**config.mk**
```make
export PLATFORM = sky130hd
export DESIGN_NAME = slpa_strap_latch
export DESIGN_NICKNAME = d
export VERILOG_FILES = /design/src/slpa_pkg.sv /design/src/slpa_sync3.sv /design/src/slpa_port_map.sv /design/src/slpa_strap_latch.sv
export SDC_FILE = /design/constraint.sdc
export NUM_CORES = 1
export LEC_CHECK = 0
export BUFFER_PORTS_ARGS = -buffer_cell sky130_fd_sc_hd__buf_2
export CORE_UTILIZATION = 50
export CTS_CLUSTER_DIAMETER = 100
export DETAILED_ROUTE_END_ITERATION = 12
export GPL_TIMING_DRIVEN = 0
export PLACE_DENSITY = 0.87
export REMOVE_ABC_BUFFERS = 1
export SYNTH_ARGS = -nofsm -noshare
export SYNTH_HDL_FRONTEND = slang
export SYNTH_SLANG_ARGS = --single-unit
export TNS_END_PERCENT = 5
```
**constraint.sdc**
```tcl
create_clock -name clk -period 1.7 [get_ports clk]
set_clock_uncertainty 0.1 [all_clocks]
set_input_delay 0.085 -clock clk [delete_from_list [all_inputs] [get_ports clk]]
set_output_delay 0.085 -clock clk [all_outputs]
set_load 0.05 [all_outputs]
```
**src/slpa_pkg.sv**
```systemverilog
// Shared constants and types for the strap latch and port address block.
// Assumes a single 200 MHz clock and an APB register slave with 32-bit data.
package slpa_pkg;

  // ***********************************************************************
  // Strap vector layout
  // ***********************************************************************
  localparam int ADDR_W = 5;
  localparam int MODE_W = 5;
  localparam int LAMP_N = 8;
  localparam int PORT_N = 4;
  localparam int STRAP_W = 20;
  localparam int SB_BASE = 0;
  localparam int SB_MODE = 5;
  localparam int SB_BCAST = 10;
  localparam int SB_STYLE = 11;
  localparam int SB_LAMP = 12;

  // Largest base address a board may strap
  localparam logic [ADDR_W-1:0] BASE_MAX = 5'h1c;
  localparam logic [ADDR_W-1:0] BCAST_ADDR = 5'h00;

  // ***********************************************************************
  // Timing
  // ***********************************************************************
  localparam int CLK_PERIOD_PS = 5000;
  localparam int SETTLE_NS = 25;
  localparam int SETTLE_CYC = (SETTLE_NS * 1000 + CLK_PERIOD_PS - 1) / CLK_PERIOD_PS;
  localparam int CNT_W = 3;
  localparam logic [CNT_W-1:0] SETTLE_LAST = CNT_W'(SETTLE_CYC - 1);

  // ***********************************************************************
  // APB register map
  // ***********************************************************************
  localparam int PADDR_W = 12;
  localparam logic [PADDR_W-1:0] REG_STRAPS = 12'h000;
  localparam logic [PADDR_W-1:0] REG_LAMP_POL = 12'h004;
  localparam logic [PADDR_W-1:0] REG_CONFIG = 12'h008;
  localparam logic [PADDR_W-1:0] REG_PORT_ADDR = 12'h00c;
  localparam logic [PADDR_W-1:0] REG_STATUS = 12'h010;
  localparam int RD_BASE = 0;
  localparam int RD_MODE = 8;
  localparam int RD_BCAST = 16;
  localparam int RD_STYLE = 17;
  localparam int RD_LAMP = 24;
  localparam int RD_PORT_STRIDE = 8;
  localparam int CFG_BCAST = 0;
  localparam int CFG_STYLE = 1;
  localparam int STAT_LATCHED = 0;
  localparam int STAT_OVER = 1;

  // Capture sequencer states
  typedef enum logic {CAP_SETTLE, CAP_HELD} slpa_cap_t;

endpackage

```
**src/slpa_sync3.sv**
```systemverilog
// Three-stage synchroniser with agreement filter for the strap pins.
// Assumes inputs are asynchronous to clk; output only follows agreed levels.
`timescale 1ns/1ps
module slpa_sync3 (
  input wire logic clk,
  input wire logic resetn,
  input wire logic ce,
  input wire logic [slpa_pkg::STRAP_W-1:0] pinIn,
  output logic [slpa_pkg::STRAP_W-1:0] agreed
);
  import slpa_pkg::*;

  typedef struct packed {
    logic [STRAP_W-1:0] s1;
    logic [STRAP_W-1:0] s2;
    logic [STRAP_W-1:0] s3;
    logic [STRAP_W-1:0] filt;
  } slpa_sync_st_t;

  slpa_sync_st_t st;
  slpa_sync_st_t next_st;

  // Stage one feeds only stage two; the filter looks at stages two and three
  always_comb begin
    next_st = st;
    next_st.s1 = pinIn;
    next_st.s2 = st.s1;
    next_st.s3 = st.s2;
    next_st.filt = (st.s2 & st.s3) | (st.filt & (st.s2 ^ st.s3));
  end

  // Sync reset loads constants only
  always_ff @(posedge clk) begin
    if (!resetn) begin
      st <= '0;
    end else if (ce) begin
      st <= next_st;
    end
  end

  assign agreed = st.filt;
endmodule

```
**src/slpa_port_map.sv**
```systemverilog
// Derives the four port management addresses and decodes an access address.
// Assumes base is stable once latched is high; broadcast enable can still change by a software write.
`timescale 1ns/1ps
module slpa_port_map (
  input wire logic clk,
  input wire logic resetn,
  input wire logic ce,
  input wire logic latched,
  input wire logic [slpa_pkg::ADDR_W-1:0] base,
  input wire logic bcastEn,
  input wire logic [slpa_pkg::ADDR_W-1:0] mgmtAddr,
  input wire logic mgmtAddrValid,
  output logic [slpa_pkg::ADDR_W-1:0] portAddr0,
  output logic [slpa_pkg::ADDR_W-1:0] portAddr1,
  output logic [slpa_pkg::ADDR_W-1:0] portAddr2,
  output logic [slpa_pkg::ADDR_W-1:0] portAddr3,
  output logic [slpa_pkg::PORT_N-1:0] portHit
);
  import slpa_pkg::*;

  typedef struct packed {
    logic [PORT_N-1:0][ADDR_W-1:0] addr;
    logic [PORT_N-1:0] hit;
  } slpa_map_st_t;

  slpa_map_st_t st;
  slpa_map_st_t next_st;
  logic [PORT_N-1:0][ADDR_W-1:0] calcAddr;
  logic [PORT_N-1:0] calcHit;

  // One address per port, base plus port index, in order
  for (genvar gi = 0; gi < PORT_N; gi++) begin : g_port
    assign calcAddr[gi] = ADDR_W'(base + ADDR_W'(gi));
    // Broadcast at address zero reaches every port when enabled
    assign calcHit[gi] = latched && mgmtAddrValid &&
      ((mgmtAddr == calcAddr[gi]) || (bcastEn && mgmtAddr == BCAST_ADDR));
  end

  always_comb begin
    next_st = st;
    next_st.addr = calcAddr;
    next_st.hit = calcHit;
  end

  always_ff @(posedge clk) begin
    if (!resetn) begin
      st <= '0;
    end else if (ce) begin
      st <= next_st;
    end
  end

  assign portAddr0 = st.addr[0];
  assign portAddr1 = st.addr[1];
  assign portAddr2 = st.addr[2];
  assign portAddr3 = st.addr[3];
  assign portHit = st.hit;
endmodule

```
**src/slpa_strap_latch.sv**
```systemverilog
// Strap capture, lamp polarity control and APB register slave.
// Assumes strap pins are held steady by board resistors around reset release.
`timescale 1ns/1ps
module slpa_strap_latch (
  input wire logic clk,
  input wire logic resetn,
  input wire logic ce,
  input wire logic psel,
  input wire logic penable,
  input wire logic pwrite,
  input wire logic [slpa_pkg::PADDR_W-1:0] paddr,
  input wire logic [31:0] pwdata,
  input wire logic [3:0] pstrb,
  output logic [31:0] prdata,
  output logic pready,
  output logic pslverr,
  input wire logic [slpa_pkg::ADDR_W-1:0] mgmtBaseAddrStrap,
  input wire logic [slpa_pkg::MODE_W-1:0] deviceModeStrap,
  input wire logic broadcastAccessStrap,
  input wire logic lampStyleStrap,
  input wire logic [slpa_pkg::LAMP_N-1:0] lampPinIn,
  input wire logic [slpa_pkg::LAMP_N-1:0] lampActivity,
  input wire logic [slpa_pkg::ADDR_W-1:0] mgmtAddr,
  input wire logic mgmtAddrValid,
  output logic [slpa_pkg::LAMP_N-1:0] lampPinOut,
  output logic lampDriveEnN,
  output logic [slpa_pkg::LAMP_N-1:0] lampPolarityBit,
  output logic [slpa_pkg::LAMP_N-1:0] lampStyleIndividual,
  output logic [slpa_pkg::MODE_W-1:0] deviceMode,
  output logic broadcastEnable,
  output logic strapsLatched,
  output logic baseAddrOverLimit,
  output logic [slpa_pkg::ADDR_W-1:0] portAddr0,
  output logic [slpa_pkg::ADDR_W-1:0] portAddr1,
  output logic [slpa_pkg::ADDR_W-1:0] portAddr2,
  output logic [slpa_pkg::ADDR_W-1:0] portAddr3,
  output logic [slpa_pkg::PORT_N-1:0] portHit
);
  import slpa_pkg::*;

  // ***********************************************************************
  // State
  // ***********************************************************************
  typedef struct packed {
    slpa_cap_t cap;
    logic [CNT_W-1:0] cnt;
    logic latched;
    logic [ADDR_W-1:0] base;
    logic [MODE_W-1:0] mode;
    logic bcastStrap;
    logic styleStrap;
    logic [LAMP_N-1:0] lampStrap;
    logic baseOver;
    logic [LAMP_N-1:0] pol;
    logic bcastEn;
    logic styleInd;
    logic [LAMP_N-1:0] styleVec;
    logic [LAMP_N-1:0] lampOut;
    logic lampEnN;
    logic pready;
    logic pslverr;
    logic [31:0] prdata;
  } slpa_main_st_t;

  slpa_main_st_t st;
  slpa_main_st_t next_st;
  logic [STRAP_W-1:0] strapRaw;
  logic [STRAP_W-1:0] strapSync;
  logic [ADDR_W-1:0] mapAddr0;
  logic [ADDR_W-1:0] mapAddr1;
  logic [ADDR_W-1:0] mapAddr2;
  logic [ADDR_W-1:0] mapAddr3;
  logic [PORT_N-1:0] mapHit;

  // ***********************************************************************
  // Pin synchroniser and port address map
  // ***********************************************************************
  // Lamp pins are sampled here at all times; the capture takes them only while they are released
  assign strapRaw = {lampPinIn, lampStyleStrap, broadcastAccessStrap,
                     deviceModeStrap, mgmtBaseAddrStrap};

  slpa_sync3 u_sync (
    .clk(clk),
    .resetn(resetn),
    .ce(ce),
    .pinIn(strapRaw),
    .agreed(strapSync)
  );

  slpa_port_map u_map (
    .clk(clk),
    .resetn(resetn),
    .ce(ce),
    .latched(st.latched),
    .base(st.base),
    .bcastEn(st.bcastEn),
    .mgmtAddr(mgmtAddr),
    .mgmtAddrValid(mgmtAddrValid),
    .portAddr0(mapAddr0),
    .portAddr1(mapAddr1),
    .portAddr2(mapAddr2),
    .portAddr3(mapAddr3),
    .portHit(mapHit)
  );

  // ***********************************************************************
  // Next state
  // ***********************************************************************
  // Capture, lamp drive and register access in one pass
  always_comb begin
    logic [31:0] rd;
    logic rdErr;
    rd = '0;
    rdErr = 1'b0;
    next_st = st;

    // Capture sequencer waits for the synchroniser to fill, then locks
    case (st.cap)
      CAP_SETTLE: begin
        if (st.cnt == SETTLE_LAST) begin
          next_st.cap = CAP_HELD;
          next_st.latched = 1'b1;
          next_st.base = strapSync[SB_BASE +: ADDR_W];
          next_st.mode = strapSync[SB_MODE +: MODE_W];
          next_st.bcastStrap = strapSync[SB_BCAST];
          next_st.styleStrap = strapSync[SB_STYLE];
          next_st.lampStrap = strapSync[SB_LAMP +: LAMP_N];
          // Low strap means a lamp to ground, so drive it high
          next_st.pol = ~strapSync[SB_LAMP +: LAMP_N];
          next_st.bcastEn = ~strapSync[SB_BCAST];
          next_st.styleInd = strapSync[SB_STYLE];
          // Flag a strap the board should never make; addresses wrap
          next_st.baseOver = strapSync[SB_BASE +: ADDR_W] > BASE_MAX;
        end else begin
          next_st.cnt = CNT_W'(st.cnt + 1'b1);
        end
      end
      CAP_HELD: begin
        // Nothing recaptures until the next reset
        next_st.cap = CAP_HELD;
      end
      default: begin
        next_st.cap = CAP_SETTLE;
      end
    endcase

    // Same style on every lamp output
    next_st.styleVec = {LAMP_N{st.styleInd}};

    // Lamp pins stay released until straps are safely caught
    if (st.latched) begin
      next_st.lampOut = lampActivity ~^ st.pol;
      next_st.lampEnN = 1'b0;
    end else begin
      next_st.lampOut = '0;
      next_st.lampEnN = 1'b1;
    end

    // Read mux for the register in the setup cycle
    if (paddr == REG_STRAPS) begin
      rd[RD_BASE +: ADDR_W] = st.base;
      rd[RD_MODE +: MODE_W] = st.mode;
      rd[RD_BCAST] = st.bcastStrap;
      rd[RD_STYLE] = st.styleStrap;
      rd[RD_LAMP +: LAMP_N] = st.lampStrap;
    end else if (paddr == REG_LAMP_POL) begin
      rd[LAMP_N-1:0] = st.pol;
    end else if (paddr == REG_CONFIG) begin
      rd[CFG_BCAST] = st.bcastEn;
      rd[CFG_STYLE] = st.styleInd;
    end else if (paddr == REG_PORT_ADDR) begin
      rd[0 * RD_PORT_STRIDE +: ADDR_W] = mapAddr0;
      rd[1 * RD_PORT_STRIDE +: ADDR_W] = mapAddr1;
      rd[2 * RD_PORT_STRIDE +: ADDR_W] = mapAddr2;
      rd[3 * RD_PORT_STRIDE +: ADDR_W] = mapAddr3;
    end else if (paddr == REG_STATUS) begin
      rd[STAT_LATCHED] = st.latched;
      rd[STAT_OVER] = st.baseOver;
    end else begin
      rdErr = 1'b1;
    end

    // Zero wait state slave: ready is raised for the access cycle only
    next_st.pready = 1'b0;
    next_st.pslverr = 1'b0;
    if (psel && !penable && !st.pready) begin
      next_st.pready = 1'b1;
      next_st.pslverr = rdErr;
      next_st.prdata = (pwrite || rdErr) ? 32'h0000_0000 : rd;
    end

    // Writes land at the completing edge; after capture so software wins
    if (psel && penable && st.pready && pwrite && !st.pslverr && pstrb[0]) begin
      if (paddr == REG_LAMP_POL) begin
        next_st.pol = pwdata[LAMP_N-1:0];
      end else if (paddr == REG_CONFIG) begin
        next_st.bcastEn = pwdata[CFG_BCAST];
        next_st.styleInd = pwdata[CFG_STYLE];
      end
    end
  end

  // ***********************************************************************
  // Registers
  // ***********************************************************************
  // Clock enable low freezes everything
  always_ff @(posedge clk) begin
    if (!resetn) begin
      st <= '0;
      st.cap <= CAP_SETTLE;
      st.lampEnN <= 1'b1;
    end else if (ce) begin
      st <= next_st;
    end
  end

  // Outputs straight from flops
  assign prdata = st.prdata;
  assign pready = st.pready;
  assign pslverr = st.pslverr;
  assign lampPinOut = st.lampOut;
  assign lampDriveEnN = st.lampEnN;
  assign lampPolarityBit = st.pol;
  assign lampStyleIndividual = st.styleVec;
  assign deviceMode = st.mode;
  assign broadcastEnable = st.bcastEn;
  assign strapsLatched = st.latched;
  assign baseAddrOverLimit = st.baseOver;
  assign portAddr0 = mapAddr0;
  assign portAddr1 = mapAddr1;
  assign portAddr2 = mapAddr2;
  assign portAddr3 = mapAddr3;
  assign portHit = mapHit;
endmodule

```
# After elaboration in Yosys (flattened, before gate mapping)

Cells that the tools add are included.

Register bits after elaboration: 184
Word-level logic and storage cells: 115

$add $sub $neg: 4
Order comparisons: 1
Equality and inequality tests: 9
Mux-type cells: 39
Bitwise operators: 9
Reduce and logical (&&, ||, !) cells: 26

Operator list:

| operator                                                                | number |
|---|---|
| 5-bit 2-to-1 mux                                                        | 13 |
| 20-bit AND                                                              | 2 |
| 34-bit 2-to-1 mux                                                       | 1 |
| 32-bit 2-to-1 mux                                                       | 1 |
| 10-bit 2-to-1 mux                                                       | 3 |
| 12-bit by 4-bit equality test with 1-bit output (second input constant) | 2 |
| 5-bit equality test                                                     | 4 |
| 20-bit bitwise OR                                                       | 1 |
| 20-bit bitwise XOR                                                      | 1 |
| 3-bit 2-to-1 mux                                                        | 6 |
| 1-bit logical AND                                                       | 13 |
| 12-bit by 3-bit equality test with 1-bit output (second input constant) | 1 |
| 12-bit by 5-bit equality test with 1-bit output (second input constant) | 1 |
| 12-bit zero test                                                        | 1 |
| 2-bit 2-to-1 mux                                                        | 6 |
| 5-bit by 2-bit adder with 5-bit output (second input constant)          | 2 |
| 9-bit 2-to-1 mux                                                        | 1 |
| 8-bit 2-to-1 mux                                                        | 1 |
| 8-bit NOT                                                               | 1 |
| 8-bit XNOR                                                              | 1 |
| 1-bit 2-to-1 mux                                                        | 6 |
| 3-bit AND reduction                                                     | 2 |
| 5-bit by 1-bit adder with 5-bit output (second input constant)          | 1 |
| 5-bit greater-than comparator (second input constant)                   | 1 |
| 8 further kinds                                                         | 16 |

# Depth between registers and ports, before layout

Depth after elaboration: 9
Gate-level depth with buffers: 7
Depth with buffers taken out: 6

# Modules after synthesis

From an unflattened synthesis, not the netlist that was laid out.

Cells, all modules: 912
Area total of the unflattened synthesis: 8,805.9 µm²

By module, submodules not included:

| module           | times used | cells each | area an instance (µm²) | sequential area each (µm²) |
|---|---|---|---|---|
| slpa_sync3       | 1          | 342        | 3,821.2                | 1,601.5 |
| slpa_strap_latch | 1          | 434        | 3,728.6                | 1,481.4 |
| slpa_port_map    | 1          | 136        | 1,256.2                | 440.4 |

# Worst setup path before layout

OpenSTA, ideal clock, no wires.

Path kind: register -> register
Start: reg st, in the netlist pready
End: reg st, in the netlist lampPolarityBit[2]
Library setup time: 0.142 ns
Data arrival time: 1.645 ns
Required time: 1.458 ns
Path slack: -0.187 ns
Stages on the path, launching flop included: 6
Path buffers: 1
Clock period less this slack: 1.887 ns
Cells stage by stage: dfxtp_1 > nand4b_1 > nor3b_2 > and2_1 > buf_2 > a311oi_1

Cells in the longest elaborated chain, start to end: 5

Ends and longest elaborated chain:

| item                           | RTL line                | RTL |
|---|---|---|
| start, declared                | slpa_strap_latch.sv:65  | `slpa_main_st_t st;` |
| start signal, assigned         | slpa_strap_latch.sv:213 | `st <= next_st;` |
| 1-bit logical AND (4 in a row) | slpa_strap_latch.sv:193 | `if (psel && penable && st.pready && pwrite && !st.pslverr && pstrb[0]) begin` |
| 10-bit 2-to-1 mux              | slpa_strap_latch.sv:193 |  |

Every way passes these cells.
A chain may end at the register's enable or synchronous reset.

# Worst setup path after layout

Start: reg st[78] (netlist name)
End: reg u_map.st, in the netlist u_map.portHit[3]

Cells in the longest elaborated chain, start to end: 4

Ends and longest elaborated chain:

| item                                   | RTL line            | RTL |
|---|---|---|
| 5-bit by 2-bit adder with 5-bit output | slpa_port_map.sv:33 | `assign calcAddr[gi] = ADDR_W'(base + ADDR_W'(gi));` |
| 5-bit equality test                    | slpa_port_map.sv:36 | `((mgmtAddr == calcAddr[gi]) \|\| (bcastEn && mgmtAddr == BCAST_ADDR));` |
| 1-bit logical OR                       | slpa_port_map.sv:36 |  |
| 1-bit logical AND                      | slpa_port_map.sv:35 | `assign calcHit[gi] = latched && mgmtAddrValid &&` |
| end signal, assigned                   | slpa_port_map.sv:49 | `st <= next_st;` |
| end, declared                          | slpa_port_map.sv:26 | `slpa_map_st_t st;` |

Every way passes these cells.

==> results.md <==
* Endpoints failing hold at 1
* Total wire length at 21.5 mm
* Worst Path Max Fanout at 7
* # diodes at 0
* Clock Path Buffers at 2
* Power per cell area at 867 nW/um^2
* Std cell rows at 47
* Cell Area, Synth at 8410 sq um
* CTS root buf: clkbuf_16
* Failing checks: DRC, hold timing
* Core Area at 16500 sq um
* Met2 Routed Length at 10.1 mm
* Global-route wire length before repair at 33.4 mm
* RSZ-0062 raised after global routing: true
* Warnings from Yosys at 0
* Setup Viol. Count Final at 0
* Outcome: finished, violations left
* Fmax at 597 MHz
* FF-to-FF Start: st[78]
* CTS buffer count at 17
* CP Launch Point: st[78]
* CP required at 1970 ps
* TNS Setup at 0 ps
* Async S/R FF share, synth at 0%
* Detailed Place HPWL at 12.9 mm
* Min Hold Slack at -32.9 ps
* Arrival time of the worst setup path at 1950 ps
* Die ar. at 17300 sq um
* I/O Pins at 179
* Die span in x at 132 um
* Crit. End Element: register
* Vias in the first global route at 6325
* Tcrit/Tclk final at 98.5%
* Yosys cell types at 60
* Synthesized area per cell at 9.39 sq um
* Pins Over Slew Limit at 0
* First-pass DRT Iterations at 9
* Post-synth EDFFs at 0
* Layout area overhead at 20.1%
* H-tree depth at 4
* Antenna-violating nets left at 0
* HP Class: input pin to register
* Total Power at 8760 uW
* Crit Path Category: register to register
* FF+latch count, synth at 176
* Max Cap Viol at 0
* Largest net degree at the start of global routing at 90
* Antenna violations before repair at 0
* Nets at 1116
* Worst-Margin Slew at 904 ps
* Register area share after synthesis at 41.9%
* GR Util All Layers at 24.5%
* Vias post-DR at 6793
* Die Y at 132 um
* Synth Flop Type: dfxtp_1
* Via-per-instance ratio at 5.50
* Iteration-0 DRC Markers at 528
* GP Congestion at 0.870
* Average wire per standard cell at 17.4 um
* Critical Path Start Type: register
* Later-pin clock latency in the skew report at 440 ps
* Finished layout cell area at 10100 sq um
* Leakage at 0.00433 uW
* Wire length on met1 at 8.99 mm
* Post-DP Area at 8800 sq um
* Share of layout cells above drive strength 1 at 23.4%
* Initial core utilization at 50.9%
* IO Port Bufs at 145
* CTS tree: done
* VDD IR max at 0.639 mV
* CTS sink count at 176
* DR DRC count at 1
* Mapped Cells at 896
* Congestion Overflow GR at 0
* R2R setup slack at 30 ps
* Hold_sp: ce
* Slew margin rel. at 39.7%
* Crit path time final at 1670 ps
* Clk pin slew, worst setup/hold paths at 70 ps
* Met3 wire len at 1.71 mm
* Uppermost layer routed: met4
routing by layer:
layer	vias to the layer above	track usage, %
li1	3255	-
met1	3203	29.8
met2	290	40.6
met3	45	6.37
met4	0	11.1
met5	-	0
cells in the final DEF (no fill, tap or decap), types with 5 or more instances in the layout:
master         instances
nand3_1                7
inv_1                  7
nand4_1               12
clkinv_2               5
clkbuf_16             17
a21boi_0              47
o211a_1                7
conb_1                 6
xnor2_1               11
o21ai_0               41
dlygate4sd3_1         37
buf_4                 15
nand2_1               99
nor2_1                17
a21oi_1               15
buf_2                144
a32oi_1               11
mux2i_1               73
nor2b_1               84
a221oi_1               9
a211oi_1               5
ha_1                  23
o2bb2ai_1             10
xor2_1                19
a22o_1                10
and2_1                14
dfxtp_1              169
nand2b_1               5
worst paths after layout:
check | to | cells after the start
setup reg to reg | u_map.portHit[3] | 6
hold reg to reg | prdata[2] | 2
hold / removal | u_sync.agreed[7] | 3
setup / recovery | u_map.portHit[3] | 6
final cells by class:
| class | instances | area (sq um) |
|---|---|---|
| Timing Repair Buffer | 206 | 1420 |
| Multi-Input combinational cell | 590 | 4260 |
| Tap cell | 220 | 275 |
| Inverter | 10 | 43.8 |
| Sequential cell | 176 | 3540 |
| Fill cell | 1360 | 6420 |
| Clock buffer | 19 | 443 |
| Timing Repair inverter | 1 | 7.51 |
| Clock inverter | 13 | 114 |
cell families after synthesis:
logic type	Yosys count	synth area share [%]
and+or+nand+nor	270	17.2
AOI/OAI and AO/OA	181	15.5
DFF	176	41.9
buffers and inverters	137	9.30
muxes	74	8.82
xor gates and xnor gates	31	3.39
adders and majority gates	26	3.87
other	1	0.0446
power breakdown:
part           total (uW)  internal [uW]  switching, uW
Sequential           4250           4190           55.8
Combinational         807            351            456
Clock                3700           2050           1650
synth_stat cells, types with 4 or more instances:
cell,n,share of area (%)
mux2i_1,73,8.7
nand4_1,12,0.89
nand3_1,7,0.42
clkbuf_1,47,2.1
nor2b_1,84,6.2
a211oi_1,5,0.45
a22o_1,10,1.0
buf_4,64,5.7
inv_1,10,0.45
nand2_1,99,4.4
o2bb2ai_1,10,1.0
a32oi_1,11,1.1
buf_1,4,0.18
ha_1,26,3.9
dfxtp_1,176,42
xor2_1,19,2.0
buf_2,10,0.60
nor2_1,22,0.98
a21boi_0,51,4.6
a21oi_1,16,0.95
nand2b_1,5,0.37
a221oi_1,9,0.94
and2_1,15,1.1
o21ai_0,41,2.4
o211a_1,7,0.83
xnor2_1,11,1.1
registers in the layout, summed over array words and instances, names as in the netlist, 4 cells and up:
| name | flops |
|---|---|
| lampPolarityBit | 8 |
| u_sync.st | 20 |
| deviceMode | 5 |
| prdata | 26 |
| u_map.portAddr1 | 4 |
| u_map.portAddr0 | 4 |
| st | 19 |
| u_sync.next_st | 40 |
| u_map.portHit | 4 |
| u_map.portAddr3 | 5 |
| lampPinOut | 8 |
| u_map.portAddr2 | 5 |
| u_sync.agreed | 20 |
worst max-delay path, stage by stage, from the launching register on:
cell and delay [ps]:
dfxtp_4 410, inv_4 70, ha_4 180, nand3b_1 180, or3_1 330, a41o_1 250
nor2_1 80
what timing repair did:
item,CTS,global route
endpoints found under the hold margin,39,0
setup buffers,10,6
pin swaps,3,6
hold buffers,37,0
gates cloned,6,0
resized for setup,25,19
endpoints found under the setup margin,98,25
per-stage QoR:
stage | util [%] | worst slack, ps | cells
6_report | 61.1 | 25.7 | 1235
5_1_grt | 61.1 | -55.7 | 1235
4_1_cts | 60.5 | -7.21 | 1229
3_5_place_dp | 53.2 | -2180 | 1144
3_3_place_gp | 52.6 | -4750 | 1139
2_1_floorplan | - | -1720 | 774
Note: power is estimated with default switching activity, not from simulation.
